<file path="src/gdpsc_pkg.sv">
package gdpsc_pkg;

   // Clock
   localparam int CLK_HZ = 40_000_000;
   localparam int CLK_NS = 25;

   // Gate shut-off limit after the enable falls
   localparam int GATE_OFF_NS  = 100;
   localparam int GATE_OFF_CYC = GATE_OFF_NS / CLK_NS;

   // Enable-low qualification before standby or sleep
   localparam int QUAL_MS  = 1;
   localparam int QUAL_CYC = QUAL_MS * (CLK_HZ / 1000);

   // Gate-bias ready time-out
   localparam int BIAS_TMO_MS  = 15;
   localparam int BIAS_TMO_CYC = BIAS_TMO_MS * (CLK_HZ / 1000);

   // Resume pin low time before a wake edge counts
   localparam int RESUME_LOW_US  = 10;
   localparam int RESUME_LOW_CYC = RESUME_LOW_US * (CLK_HZ / 1000000);

   // Timer counter width, holds the longest count
   localparam int TMR_W = 20;

   typedef enum logic [5:0] {
      ST_POR     = 6'h01,
      ST_LOGIC   = 6'h02,
      ST_BIAS    = 6'h04,
      ST_ACTIVE  = 6'h08,
      ST_STANDBY = 6'h10,
      ST_SLEEP   = 6'h20
   } gdpsc_state_e;

   localparam gdpsc_state_e RST_STATE = ST_POR;
   localparam logic [2:0]   GATES_OFF = 3'h0;

endpackage

</file>
<file path="src/gdpsc_tmr_if.sv">
`timescale 1ns/1ps
interface gdpsc_tmr_if;
   logic clr;
   logic run;
   logic done;

   modport ctrl (output clr, output run, input done);
   modport tmr  (input clr, input run, output done);
endinterface

</file>
<file path="src/gdpsc_top.sv">
`timescale 1ns/1ps
// Summary of operation
// - Enable high keeps bias rail enabled and gates live while fault free; pump follows supply level.
// - Enable falling forces all gate outputs low within 100 ns.
// - Standby or sleep only after enable low 1 ms, except standby entered straight from power-up with enable low; short pulses ignored.
// - Standby keeps gate-bias regulator and charge pump off.
// - Enable rising edge clears fault latch only if fault has gone.
// - Sleep-select set sends qualified low period to sleep, else standby.
// - Error flag pin low while fault latched until cleared by enable edge.
// - Error flag held low after power-up until logic-supply step done.
// - Wake from sleep on resume rising edge after long enough low.
// - Logic-supply regulator on in every state except sleep.
// - Below pump threshold the pump feeds bias regulator, else main supply.
// - Above 13.5V pump off and bypassed, regulator fed from main supply.
// - Bias-ready flag asserts when gate-bias rail reaches ready level.
// - Bias state moves to active after 15 ms time-out anyway.
// - Sleep is entered even with a fault still active.
module gdpsc_top #(
   parameter int QUAL_CYC = gdpsc_pkg::QUAL_CYC,     // Enable-low qualify
   parameter int BIAS_CYC = gdpsc_pkg::BIAS_TMO_CYC  // Bias time-out
) (
   input  wire logic       clk_i,             // 40 MHz clock
   input  wire logic       reset_n_i,         // Sync reset, active low
   input  wire logic       drive_en_i,        // Drive-enable pin
   input  wire logic       resume_i,          // Resume (wake) pin
   input  wire logic       sleep_sel_i,       // Low-power select bit
   input  wire logic [2:0] pwm_hi_i,          // High-side PWM, phases a-c
   input  wire logic [2:0] pwm_lo_i,          // Low-side PWM, phases a-c
   input  wire logic       fault_cond_i,      // Any fault condition present
   input  wire logic       below_pump_th_i,   // Main supply below pump start
   input  wire logic       above_bypass_i,    // Main supply above 13.5V
   input  wire logic       bias_rail_ok_i,    // Gate-bias rail above ready
   input  wire logic       logic_rail_ok_i,   // Logic supply in regulation
   input  wire logic       err_flag_i,        // Error flag pin level
   output logic            err_flag_o,        // Error flag pin drive value
   output logic            err_flag_oe_o,     // Error flag pulled low
   output logic [2:0]      high_gate_out_o,   // High-side gates a-c
   output logic [2:0]      low_gate_out_o,    // Low-side gates a-c
   output logic            pump_en_o,         // Charge pump enable
   output logic            pump_bypass_o,     // Regulator fed from main
   output logic            bias_reg_en_o,     // Gate-bias regulator enable
   output logic            logic_reg_en_o,    // Logic-supply regulator on
   output logic            bias_ready_flag_o  // Gate-bias rail ready
);

   gdpsc_pkg::gdpsc_state_e state_ff;
   gdpsc_pkg::gdpsc_state_e nxt_state;
   logic                    en_prev_ff;
   logic                    resume_prev_ff;
   logic                    fault_latch_ff;
   logic                    nxt_fault_latch;

   gdpsc_tmr_if qual_if ();
   gdpsc_tmr_if bias_if ();
   gdpsc_tmr_if wake_if ();

   // Decode
   wire en_rise     = drive_en_i && !en_prev_ff;
   wire resume_rise = resume_i && !resume_prev_ff;
   wire qual_done   = qual_if.done;
   wire bias_done   = bias_if.done;
   wire wake_ok     = resume_rise && wake_if.done;
   wire in_bias     = (state_ff == gdpsc_pkg::ST_BIAS);
   wire in_active   = (state_ff == gdpsc_pkg::ST_ACTIVE);
   wire in_standby  = (state_ff == gdpsc_pkg::ST_STANDBY);
   wire in_sleep    = (state_ff == gdpsc_pkg::ST_SLEEP);
   wire powering_up = (state_ff == gdpsc_pkg::ST_POR)
                   || (state_ff == gdpsc_pkg::ST_LOGIC);
   wire bias_on     = in_bias || in_active;
   wire fault_any   = fault_latch_ff || fault_cond_i;
   wire gdpsc_pkg::gdpsc_state_e lp_target =
      sleep_sel_i ? gdpsc_pkg::ST_SLEEP : gdpsc_pkg::ST_STANDBY;
   // gates live only while enabled and fault free
   wire gate_live   = drive_en_i && in_active && !fault_any;
   wire pump_w      = bias_on && below_pump_th_i && !above_bypass_i;
   wire bypass_w    = bias_on && !pump_w;

   // qualify counter restarts on enable high
   assign qual_if.clr = drive_en_i;
   assign qual_if.run = !drive_en_i;
   assign bias_if.clr = !in_bias;
   assign bias_if.run = in_bias;
   // Resume low time measured while the pin is low
   assign wake_if.clr = resume_i;
   assign wake_if.run = !resume_i;

   gdpsc_timer #(.LIMIT(QUAL_CYC)) u_qual (
      .clk_i     (clk_i),
      .reset_n_i (reset_n_i),
      .t         (qual_if.tmr)
   );

   gdpsc_timer #(.LIMIT(BIAS_CYC)) u_bias (
      .clk_i     (clk_i),
      .reset_n_i (reset_n_i),
      .t         (bias_if.tmr)
   );

   gdpsc_timer #(.LIMIT(gdpsc_pkg::RESUME_LOW_CYC)) u_wake (
      .clk_i     (clk_i),
      .reset_n_i (reset_n_i),
      .t         (wake_if.tmr)
   );

   // clear only when condition is gone; a new fault wins
   assign nxt_fault_latch = fault_cond_i
                         || (fault_latch_ff && !en_rise);

   always_comb begin
      nxt_state = state_ff;
      case (state_ff)
         gdpsc_pkg::ST_POR: begin
            nxt_state = gdpsc_pkg::ST_LOGIC;
         end
         gdpsc_pkg::ST_LOGIC: begin
            // Sleep select ignored here; enable picks bias or standby once the logic rail regulates
            if (logic_rail_ok_i) begin
               nxt_state = drive_en_i ? gdpsc_pkg::ST_BIAS
                                      : gdpsc_pkg::ST_STANDBY;
            end
         end
         gdpsc_pkg::ST_BIAS: begin
            if (qual_done) begin
               nxt_state = lp_target;
            end else if (bias_rail_ok_i || bias_done) begin
               nxt_state = gdpsc_pkg::ST_ACTIVE;
            end
         end
         gdpsc_pkg::ST_ACTIVE: begin
            if (qual_done) begin
               nxt_state = lp_target;
            end
         end
         gdpsc_pkg::ST_STANDBY: begin
            if (drive_en_i) begin
               nxt_state = gdpsc_pkg::ST_BIAS;
            end else if (sleep_sel_i && qual_done) begin
               nxt_state = gdpsc_pkg::ST_SLEEP;
            end
         end
         gdpsc_pkg::ST_SLEEP: begin
            if (wake_ok) begin
               nxt_state = gdpsc_pkg::ST_POR;
            end
         end
         default: begin
            nxt_state = gdpsc_pkg::RST_STATE;
         end
      endcase
   end

   always_ff @(posedge clk_i) begin
      if (!reset_n_i) begin
         state_ff       <= gdpsc_pkg::RST_STATE;
         en_prev_ff     <= 1'b0;
         resume_prev_ff <= 1'b0;
         fault_latch_ff <= 1'b0;
      end else begin
         state_ff       <= nxt_state;
         en_prev_ff     <= drive_en_i;
         resume_prev_ff <= resume_i;
         fault_latch_ff <= nxt_fault_latch;
      end
   end

   // Outputs registered; one cycle stays inside the 100 ns budget
   always_ff @(posedge clk_i) begin
      if (!reset_n_i) begin
         high_gate_out_o   <= gdpsc_pkg::GATES_OFF;
         low_gate_out_o    <= gdpsc_pkg::GATES_OFF;
         err_flag_oe_o     <= 1'b1;
         pump_en_o         <= 1'b0;
         pump_bypass_o     <= 1'b0;
         bias_reg_en_o     <= 1'b0;
         logic_reg_en_o    <= 1'b1;
         bias_ready_flag_o <= 1'b0;
      end else begin
         // gates low the cycle after enable falls
         high_gate_out_o   <= gate_live ? pwm_hi_i : gdpsc_pkg::GATES_OFF;
         low_gate_out_o    <= gate_live ? pwm_lo_i : gdpsc_pkg::GATES_OFF;
         // pin low on fault or until ready
         err_flag_oe_o     <= nxt_fault_latch || powering_up;
         // bias and pump off outside bias and active
         pump_en_o         <= pump_w;
         pump_bypass_o     <= bypass_w;
         bias_reg_en_o     <= bias_on;
         // logic supply off in sleep only
         logic_reg_en_o    <= !in_sleep;
         // ready flag follows the rail comparator
         bias_ready_flag_o <= bias_on && bias_rail_ok_i;
      end
   end

   // Open-drain pin only ever pulls low
   assign err_flag_o = 1'b0;
endmodule

</file>
<file path="src/gdpsc_timer.sv">
`timescale 1ns/1ps
module gdpsc_timer #(
   parameter int LIMIT = 1
) (
   input  wire logic  clk_i,     // Clock
   input  wire logic  reset_n_i, // Sync reset, active low
   gdpsc_tmr_if.tmr   t          // Restart, run and done
);

   logic [gdpsc_pkg::TMR_W-1:0] cnt_ff;
   logic [gdpsc_pkg::TMR_W-1:0] nxt_cnt;
   wire  [gdpsc_pkg::TMR_W-1:0] limit_w = gdpsc_pkg::TMR_W'(LIMIT);
   wire                         at_limit = (cnt_ff == limit_w);

   // Saturates so done stays up until the next restart
   assign nxt_cnt = t.clr ? '0
                  : (t.run && !at_limit) ? cnt_ff + 1'b1 : cnt_ff;
   assign t.done  = at_limit;

   always_ff @(posedge clk_i) begin
      if (!reset_n_i) begin
         cnt_ff <= '0;
      end else begin
         cnt_ff <= nxt_cnt;
      end
   end

endmodule

</file>
<file path="config.mk">
export PLATFORM = sky130hd
export DESIGN_NAME = gdpsc_top
export DESIGN_NICKNAME = d
export VERILOG_FILES = /design/src/gdpsc_pkg.sv /design/src/gdpsc_tmr_if.sv /design/src/gdpsc_top.sv /design/src/gdpsc_timer.sv
export SDC_FILE = /design/constraint.sdc
export NUM_CORES = 1
export LEC_CHECK = 0
export BUFFER_PORTS_ARGS = -buffer_cell sky130_fd_sc_hd__buf_2
export CELL_PAD_IN_SITES_DETAIL_PLACEMENT = 1
export CELL_PAD_IN_SITES_GLOBAL_PLACEMENT = 2
export CORE_ASPECT_RATIO = 1.2
export CORE_MARGIN = 2
export CORE_UTILIZATION = 33
export DETAILED_ROUTE_END_ITERATION = 8
export PLACE_DENSITY = 0.74
export SLEW_MARGIN = 5
export SYNTH_ARGS = -nofsm -noshare
export SYNTH_HDL_FRONTEND = slang
export SYNTH_HIERARCHICAL = 1
export SYNTH_SLANG_ARGS = --single-unit
</file>
<file path="constraint.sdc">
create_clock -name clk_i -period 2.2 [get_ports clk_i]
set_input_delay 0.44 -clock clk_i [delete_from_list [all_inputs] [get_ports clk_i]]
set_output_delay 0.44 -clock clk_i [all_outputs]
set_load 0.005 [all_outputs]
</file>
* Yosys cells after proc, flatten, opt, wreduce, memory -nomap -nowiden
Cells that the tools add are included.
** Cells by class
- Add/sub/neg operators :: 3
- Equal/unequal tests :: 14
- Multiplexer cells :: 10
- Bitwise operators :: 1
- Reduce and logical (&&, ||, !) cells :: 37
** Operator list (count)
- $add A20 B1 Y20 const B :: 3
- $mux W6 :: 8
- $pmux W6 S6 :: 1
- $eq A20 B16 Y1 const B :: 1
- $eq A20 B20 Y1 const B :: 1
- $eq A20 B9 Y1 const B :: 1
- $logic_and A1 B1 Y1 :: 14
- $logic_not A1 Y1 :: 12
- $eq A6 B1 Y1 const B :: 1
- $eq A6 B2 Y1 const B :: 1
- $eq A6 B3 Y1 const B :: 1
- $eq A6 B4 Y1 const B :: 1
- $eq A6 B5 Y1 const B :: 1
- $eq A6 B6 Y1 const B :: 1
- $logic_or A1 B1 Y1 :: 6
- $ne A2 B2 Y1 const B :: 3
- $ne A3 B2 Y1 const B :: 2
- $mux W5 :: 1
- $reduce_and A5 Y1 :: 1
- $reduce_and A2 Y1 :: 2
- $reduce_or A2 Y1 :: 2
- $not A1 Y1 :: 1
** Storage, ports and cells
- Register bits after elaboration :: 81
- Input bits :: 17
- Output and inout port bits :: 13
- Logic and storage cells :: 80

* Logic depth before layout (Yosys ltp)
- Depth in word-level cells :: 6
- Mapped depth :: 10
- Depth with buffers taken out :: 10

* By module
Netlist, hierarchy kept.
** By module, submodules not included
- gdpsc_timer (u_wake) :: times used 1, cells each 127, area an instance 1053.5 um^2, sequential area each 400.4 um^2
- gdpsc_timer (u_qual) :: times used 1, cells each 119, area an instance 1047.3 um^2, sequential area each 400.4 um^2
- gdpsc_timer (u_bias) :: times used 1, cells each 122, area an instance 1019.7 um^2, sequential area each 400.4 um^2
- gdpsc_top :: times used 1, cells each 99, area an instance 949.7 um^2, sequential area each 420.4 um^2

* Worst setup path before layout
No wires, ideal clock.
- Path kind :: register to register
- Start :: register state_ff[5]
- End :: register u_bias/cnt_ff[14] in the netlist's numbering
- Setup time :: 70 ps
- Arrival :: 2159 ps
- Data required time :: 2130 ps
- Slack :: -30 ps
- Cell stages (with the launch flop) :: 9
- Path buffers :: 1
- Period minus slack after synthesis :: 2230 ps
- Path through :: dfxtp_1 > nor4_4 > nand2_1 > inv_1 > clkbuf_1 > and3_1 > nand3_1 > or4_2 > a21oi_1
** Between the ends
- Longest elaborated chain between the ends :: 2
- Elaborated cells between the ends (all ways) :: 3
- Those cells by class :: eq/ne (1); reduce/logical (2)
** RTL lines
- from (decl) :: line gdpsc_top.sv:46 : gdpsc_pkg::gdpsc_state_e state_ff;
- from (signal assigned) :: line gdpsc_top.sv:154 : state_ff <= gdpsc_pkg::RST_STATE;
- from (signal assigned) :: line gdpsc_top.sv:159 : state_ff <= nxt_state;
- $eq A6 B3 Y1 (*) :: line gdpsc_top.sv:63 : wire in_bias = (state_ff == gdpsc_pkg::ST_BIAS);
- named net bias_if.run :: line gdpsc_tmr_if.sv:4 : logic run;
- $reduce_and A2 Y1 (no line) or $logic_and A1 B1 Y1 (tied branches)
- to (signal assigned) :: line gdpsc_timer.sv:24 : cnt_ff <= nxt_cnt;
- to (decl) :: line gdpsc_timer.sv:10 : logic [gdpsc_pkg::TMR_W-1:0] cnt_ff;
Mark *: on every way through the listed nets, which the timed path passes. The rest lies on a longest branch.
A chain may end at the register's enable or synchronous reset.

* Worst setup path after layout
- Start :: register u_qual/cnt_ff[1] in the netlist's numbering
- End :: register state_ff[5]
** Between the ends
- Longest elaborated chain between the ends :: 4
- Elaborated cells between the ends (all ways) :: 8
- Those cells by class :: eq/ne (4); mux (2); reduce/logical (2)
** RTL lines
- from (decl) :: line gdpsc_timer.sv:10
- from (signal assigned) :: line gdpsc_timer.sv:24
- $eq A20 B16 Y1 (*) :: line gdpsc_timer.sv:13 : wire at_limit = (cnt_ff == limit_w);
- named net qual_done :: line gdpsc_top.sv:60 : wire qual_done = qual_if.done;
- $logic_and A1 B1 Y1 :: line gdpsc_top.sv:137 : end else if (sleep_sel_i && qual_done) begin
- $ne A3 B2 Y1 (no line)
- $reduce_and A5 Y1 (no line)
Marked as above.

==> impl_metrics.sql <==
INSERT INTO impl_metrics (metric_group, metric, value, unit) VALUES
('logic_synthesis', 'yosysUniqueCellTypes', '63', ''),
('critical_path', 'worstSetupPathType', 'flip-flop to flip-flop', ''),
('die', 'die-height', '125.7', 'µm'),
('grt', 'number_of_antenna_violations_at_the_first_check_in_global_routing', '0', ''),
('logic_synthesis', 'multiplexer_fraction_of_the_synthesized_cell_area', '2.951', '%'),
('logic_synthesis', 'yosys.cell_count.top_type', 'sky130_fd_sc_hd__dfxtp_1', ''),
('finish', 'n_fill_cell', '1423', ''),
('logic_synthesis', 'synthesized_net_count', '490', ''),
('critical_path', 'worst_setup_path_end_kind', 'flip-flop', ''),
('logic_synthesis', 'synth_enable_flop_cells', '0', ''),
('finish', 'multi_input_area', '2352', 'µm²'),
('drt', 'routed-via-count', '3595', ''),
('timing', 'finClkSkew', '0.008490', 'ns'),
('flow_run', 'drv_cap', '0', ''),
('logic_synthesis', 'synth.area.top_cells', 'sky130_fd_sc_hd__dfxtp_1, sky130_fd_sc_hd__nand2_1, sky130_fd_sc_hd__xor2_1, sky130_fd_sc_hd__a21oi_1, sky130_fd_sc_hd__nand4_1', ''),
('logic_synthesis', 'netlist.area_leader.share', '39.84', '%'),
('drt', 'detail_route.wirelength', '10110', 'µm'),
('logic_synthesis', 'yosysTopAreaCell', 'sky130_fd_sc_hd__dfxtp_1', ''),
('status', 'run_status', 'completed', ''),
('clock_tree', 'clock_latency', '0.34', 'ns'),
('critical_path', 'crit_fanout', '5', ''),
('logic_synthesis', 'synthCells', '467', ''),
('timing', 'maxSlewHeadroom', '52.61', '%'),
('drt', 'routed_wire_length_per_instance', '14.65', 'µm'),
('timing', 'finalCritPeriodShare', '94.81', '%'),
('finish', 'final-seq-area', '1624', 'µm²'),
('grt', 'grtUsageMet1', '19.91', '%'),
('logic_synthesis', 'synthAdderAreaFrac', '1.844', '%'),
('grt', 'global_route.usage.total', '16.44', '%'),
('critical_path', 'worst_ep_arrival_time', '2.36', 'ns'),
('logic_synthesis', 'synth.cell_area', '4070', 'µm²'),
('logic_synthesis', 'main_combinational_cell_family_by_area_after_synthesis', 'simple AND/OR/NAND/NOR gates', ''),
('placement', 'dpl.hpwl', '7321', 'µm'),
('timing', 'hold_violations_final', '0', ''),
('logic_synthesis', 'synth_seq_area_share', '39.84', '%'),
('die', 'initial_utilization', '33.76', '%'),
('placement', 'postPlaceCellArea', '4587', 'µm²'),
('grt', 'first_global_vias', '3743', ''),
('clock_tree', 'clock_tree.htree_level_count', '3', ''),
('logic_synthesis', 'ys.flop_type', 'sky130_fd_sc_hd__dfxtp_1', ''),
('grt', 'grt_first_pass_wirelength', '17890', 'µm'),
('critical_path', 'critPathRequiredTime', '2.47', 'ns'),
('clock_tree', 'postCtsHoldBufs', '0', ''),
('logic_synthesis', 'synth_compound_area_share', '10.36', '%'),
('power', 'p_per_area', '689.5', 'nW/µm²'),
('clock_tree', 'clk_pin_slew_worst_setup_hold_paths', '0.06', 'ns'),
('drt', 'antenna_violating_nets_post_route', '0', ''),
('critical_path', 'worst_setup_path_start_kind', 'flip-flop', ''),
('worst_hold_path', 'holdCritPathClass', 'primary input to flip-flop', ''),
('logic_synthesis', 'async_flop_share', '0', '%'),
('die', 'floorplan.die_area', '13240', 'µm²'),
('drt', 'post-route-drc-count', '0', ''),
('timing', 'max_freq', '479.4', 'MHz'),
('finish', 'layout-area-overhead-vs-synth', '22.13', '%'),
('clock_tree', 'numClockSinks', '81', ''),
('drt', 'detail_route.iter0.violations', '88', ''),
('grt', 'gr-max-usage-layer', 'met2', ''),
('clock_tree', 'cts_inserted_buffers', '9', ''),
('clock_tree', 'max-clock-path-buffers', '2', ''),
('finish', 'final_util', '41.23', '%'),
('logic_synthesis', 'number_of_synthesized_register_bits', '81', ''),
('die', 'die-width', '105.4', 'µm'),
('logic_synthesis', 'synthSimpleGateAreaFrac', '35.94', '%'),
('grt', 'maximum_number_of_pins_on_one_net_before_global_route_repair', '18', ''),
('clock_tree', 'cts-root-buf', 'sky130_fd_sc_hd__clkbuf_16', ''),
('power', 'max-vdd-ir-drop', '0.3189', 'mV'),
('die', 'placementRows', '44', ''),
('die', 'design.core.area', '12060', 'µm²'),
('logic_synthesis', 'ys_top_cells_by_count', 'sky130_fd_sc_hd__dfxtp_1, sky130_fd_sc_hd__nand2_1, sky130_fd_sc_hd__nor2_1', ''),
('grt', 'met2_usage', '28.96', '%'),
('grt', 'globalRouteMet3Util', '3.468', '%');
-- cell type report --
cell class	instances	share of cell area [%]
clock inverter	5	1.284
sequential	81	32.67
clock buffer	11	5.084
inverter	17	1.284
timing repair buffer	64	8.306
tap	161	4.052
multi-input combinational	351	47.32
-- where the power goes --
part | switching (µW) | total [µW] | leakage (µW) | internal [µW]
Combinational | 184 | 348 | 0.000998 | 165
Sequential | 21.0 | 1520 | 0.000655 | 1500
Clock | 615 | 1560 | 0.000152 | 947
-- critical path, cell delays in order (launching register included) --
cell                      delay [ns]
sky130_fd_sc_hd__dfxtp_1        0.31
sky130_fd_sc_hd__inv_1          0.09
sky130_fd_sc_hd__ha_4           0.12
sky130_fd_sc_hd__or4bb_4        0.46
sky130_fd_sc_hd__nor4_4         0.27
sky130_fd_sc_hd__and2_4         0.20
sky130_fd_sc_hd__buf_4          0.12
sky130_fd_sc_hd__nand4_1        0.11
sky130_fd_sc_hd__nand3_1        0.13
sky130_fd_sc_hd__a32oi_2        0.11
sky130_fd_sc_hd__nor2b_1        0.11
-- routing by layer --
layer  vias up  routed length [µm]
li1       1808                   -
met1      1740                4611
met2        39                5114
met3         8                 249
met4         0                 131
met5         -                   0
-- what timing repair did --
item	CTS	global route
setup endpoints to repair	1	10
pin swaps	6	6
setup buffers	0	2
resized for setup	5	10
-- logic make-up after synthesis --
family,count (synthesis)
compound gates,68
simple gates,239
mux,12
other cells,1
fa+ha+maj,6
xor+xnor,25
buf+inv,35
flops,81
-- state kept, by name, summed over array words and instances (netlist names), 3 cells and up --
register	count
u_bias/cnt_ff	20
u_qual/cnt_ff	20
u_wake/cnt_ff	20
state_ff	6
high_gate_out_o	3
low_gate_out_o	3
-- through the flow --
stage	TNS [ns]	hold slack, ns	power, µW	setup slack, ns	std cells
floorplan	0	0.4463	1778	0.04535	467
global placement	0	0.4630	1877	0.02684	672
global route	0	0.2932	3587	0.007276	690
finish	0	0.3022	3428	0.1141	690
detailed placement	-0.02175	0.4799	1887	-0.02175	672
CTS	0	0.2857	3485	0.03952	688
-- final timing paths --
check        cells past startpoint  slack (ns)                           start                              to
max                             10        0.11   u_qual/cnt_ff[1]$_SDFFE_PP0P_        state_ff[5]$_SDFFE_PN0P_
min                              2        0.30                     pwm_lo_i[1]    low_gate_out_o[1]$_SDFF_PN0_
max reg2reg                     10        0.11   u_qual/cnt_ff[1]$_SDFFE_PP0P_        state_ff[5]$_SDFFE_PN0P_
min reg2reg                      2        0.49  u_qual/cnt_ff[19]$_SDFFE_PP0P_  u_qual/cnt_ff[19]$_SDFFE_PP0P_
-- layout by cell type, fill, tap and decap left out, types with 3 or more instances in the layout --
| cell type | netlist | final |
|---|---|---|
| sky130_fd_sc_hd__dfxtp_1 | 81 | 79 |
| sky130_fd_sc_hd__nand2_1 | 45 | 45 |
| sky130_fd_sc_hd__buf_4 | 1 | 37 |
| sky130_fd_sc_hd__nor2_1 | 31 | 31 |
| sky130_fd_sc_hd__a21oi_1 | 29 | 28 |
| sky130_fd_sc_hd__buf_2 | 3 | 27 |
| sky130_fd_sc_hd__nand3_1 | 24 | 23 |
| sky130_fd_sc_hd__nand4_1 | 23 | 23 |
| sky130_fd_sc_hd__xor2_1 | 17 | 17 |
| sky130_fd_sc_hd__inv_1 | 17 | 16 |
| sky130_fd_sc_hd__and2_1 | 13 | 13 |
| sky130_fd_sc_hd__mux2i_1 | 12 | 12 |
| sky130_fd_sc_hd__or4_1 | 13 | 12 |
| sky130_fd_sc_hd__o21ai_0 | 14 | 12 |
| sky130_fd_sc_hd__nand2b_1 | 11 | 11 |
| sky130_fd_sc_hd__o31ai_1 | 10 | 10 |
| sky130_fd_sc_hd__nor2b_1 | 9 | 9 |
| sky130_fd_sc_hd__and3_1 | 9 | 9 |
| sky130_fd_sc_hd__clkbuf_16 | 0 | 9 |
| sky130_fd_sc_hd__or3_1 | 9 | 9 |
| sky130_fd_sc_hd__xnor2_1 | 8 | 8 |
| sky130_fd_sc_hd__nor4_1 | 6 | 6 |
| sky130_fd_sc_hd__and4_1 | 5 | 5 |
| sky130_fd_sc_hd__ha_1 | 6 | 5 |
| sky130_fd_sc_hd__nor4b_1 | 4 | 4 |
| sky130_fd_sc_hd__nor3b_1 | 4 | 4 |
| sky130_fd_sc_hd__or4_4 | 3 | 4 |
| sky130_fd_sc_hd__nor3_1 | 4 | 3 |
| sky130_fd_sc_hd__a31oi_1 | 3 | 3 |
| sky130_fd_sc_hd__o21ai_1 | 1 | 3 |
| sky130_fd_sc_hd__clkinv_4 | 0 | 3 |
| sky130_fd_sc_hd__or3_2 | 3 | 3 |
Power figures use the tool's default switching activity.
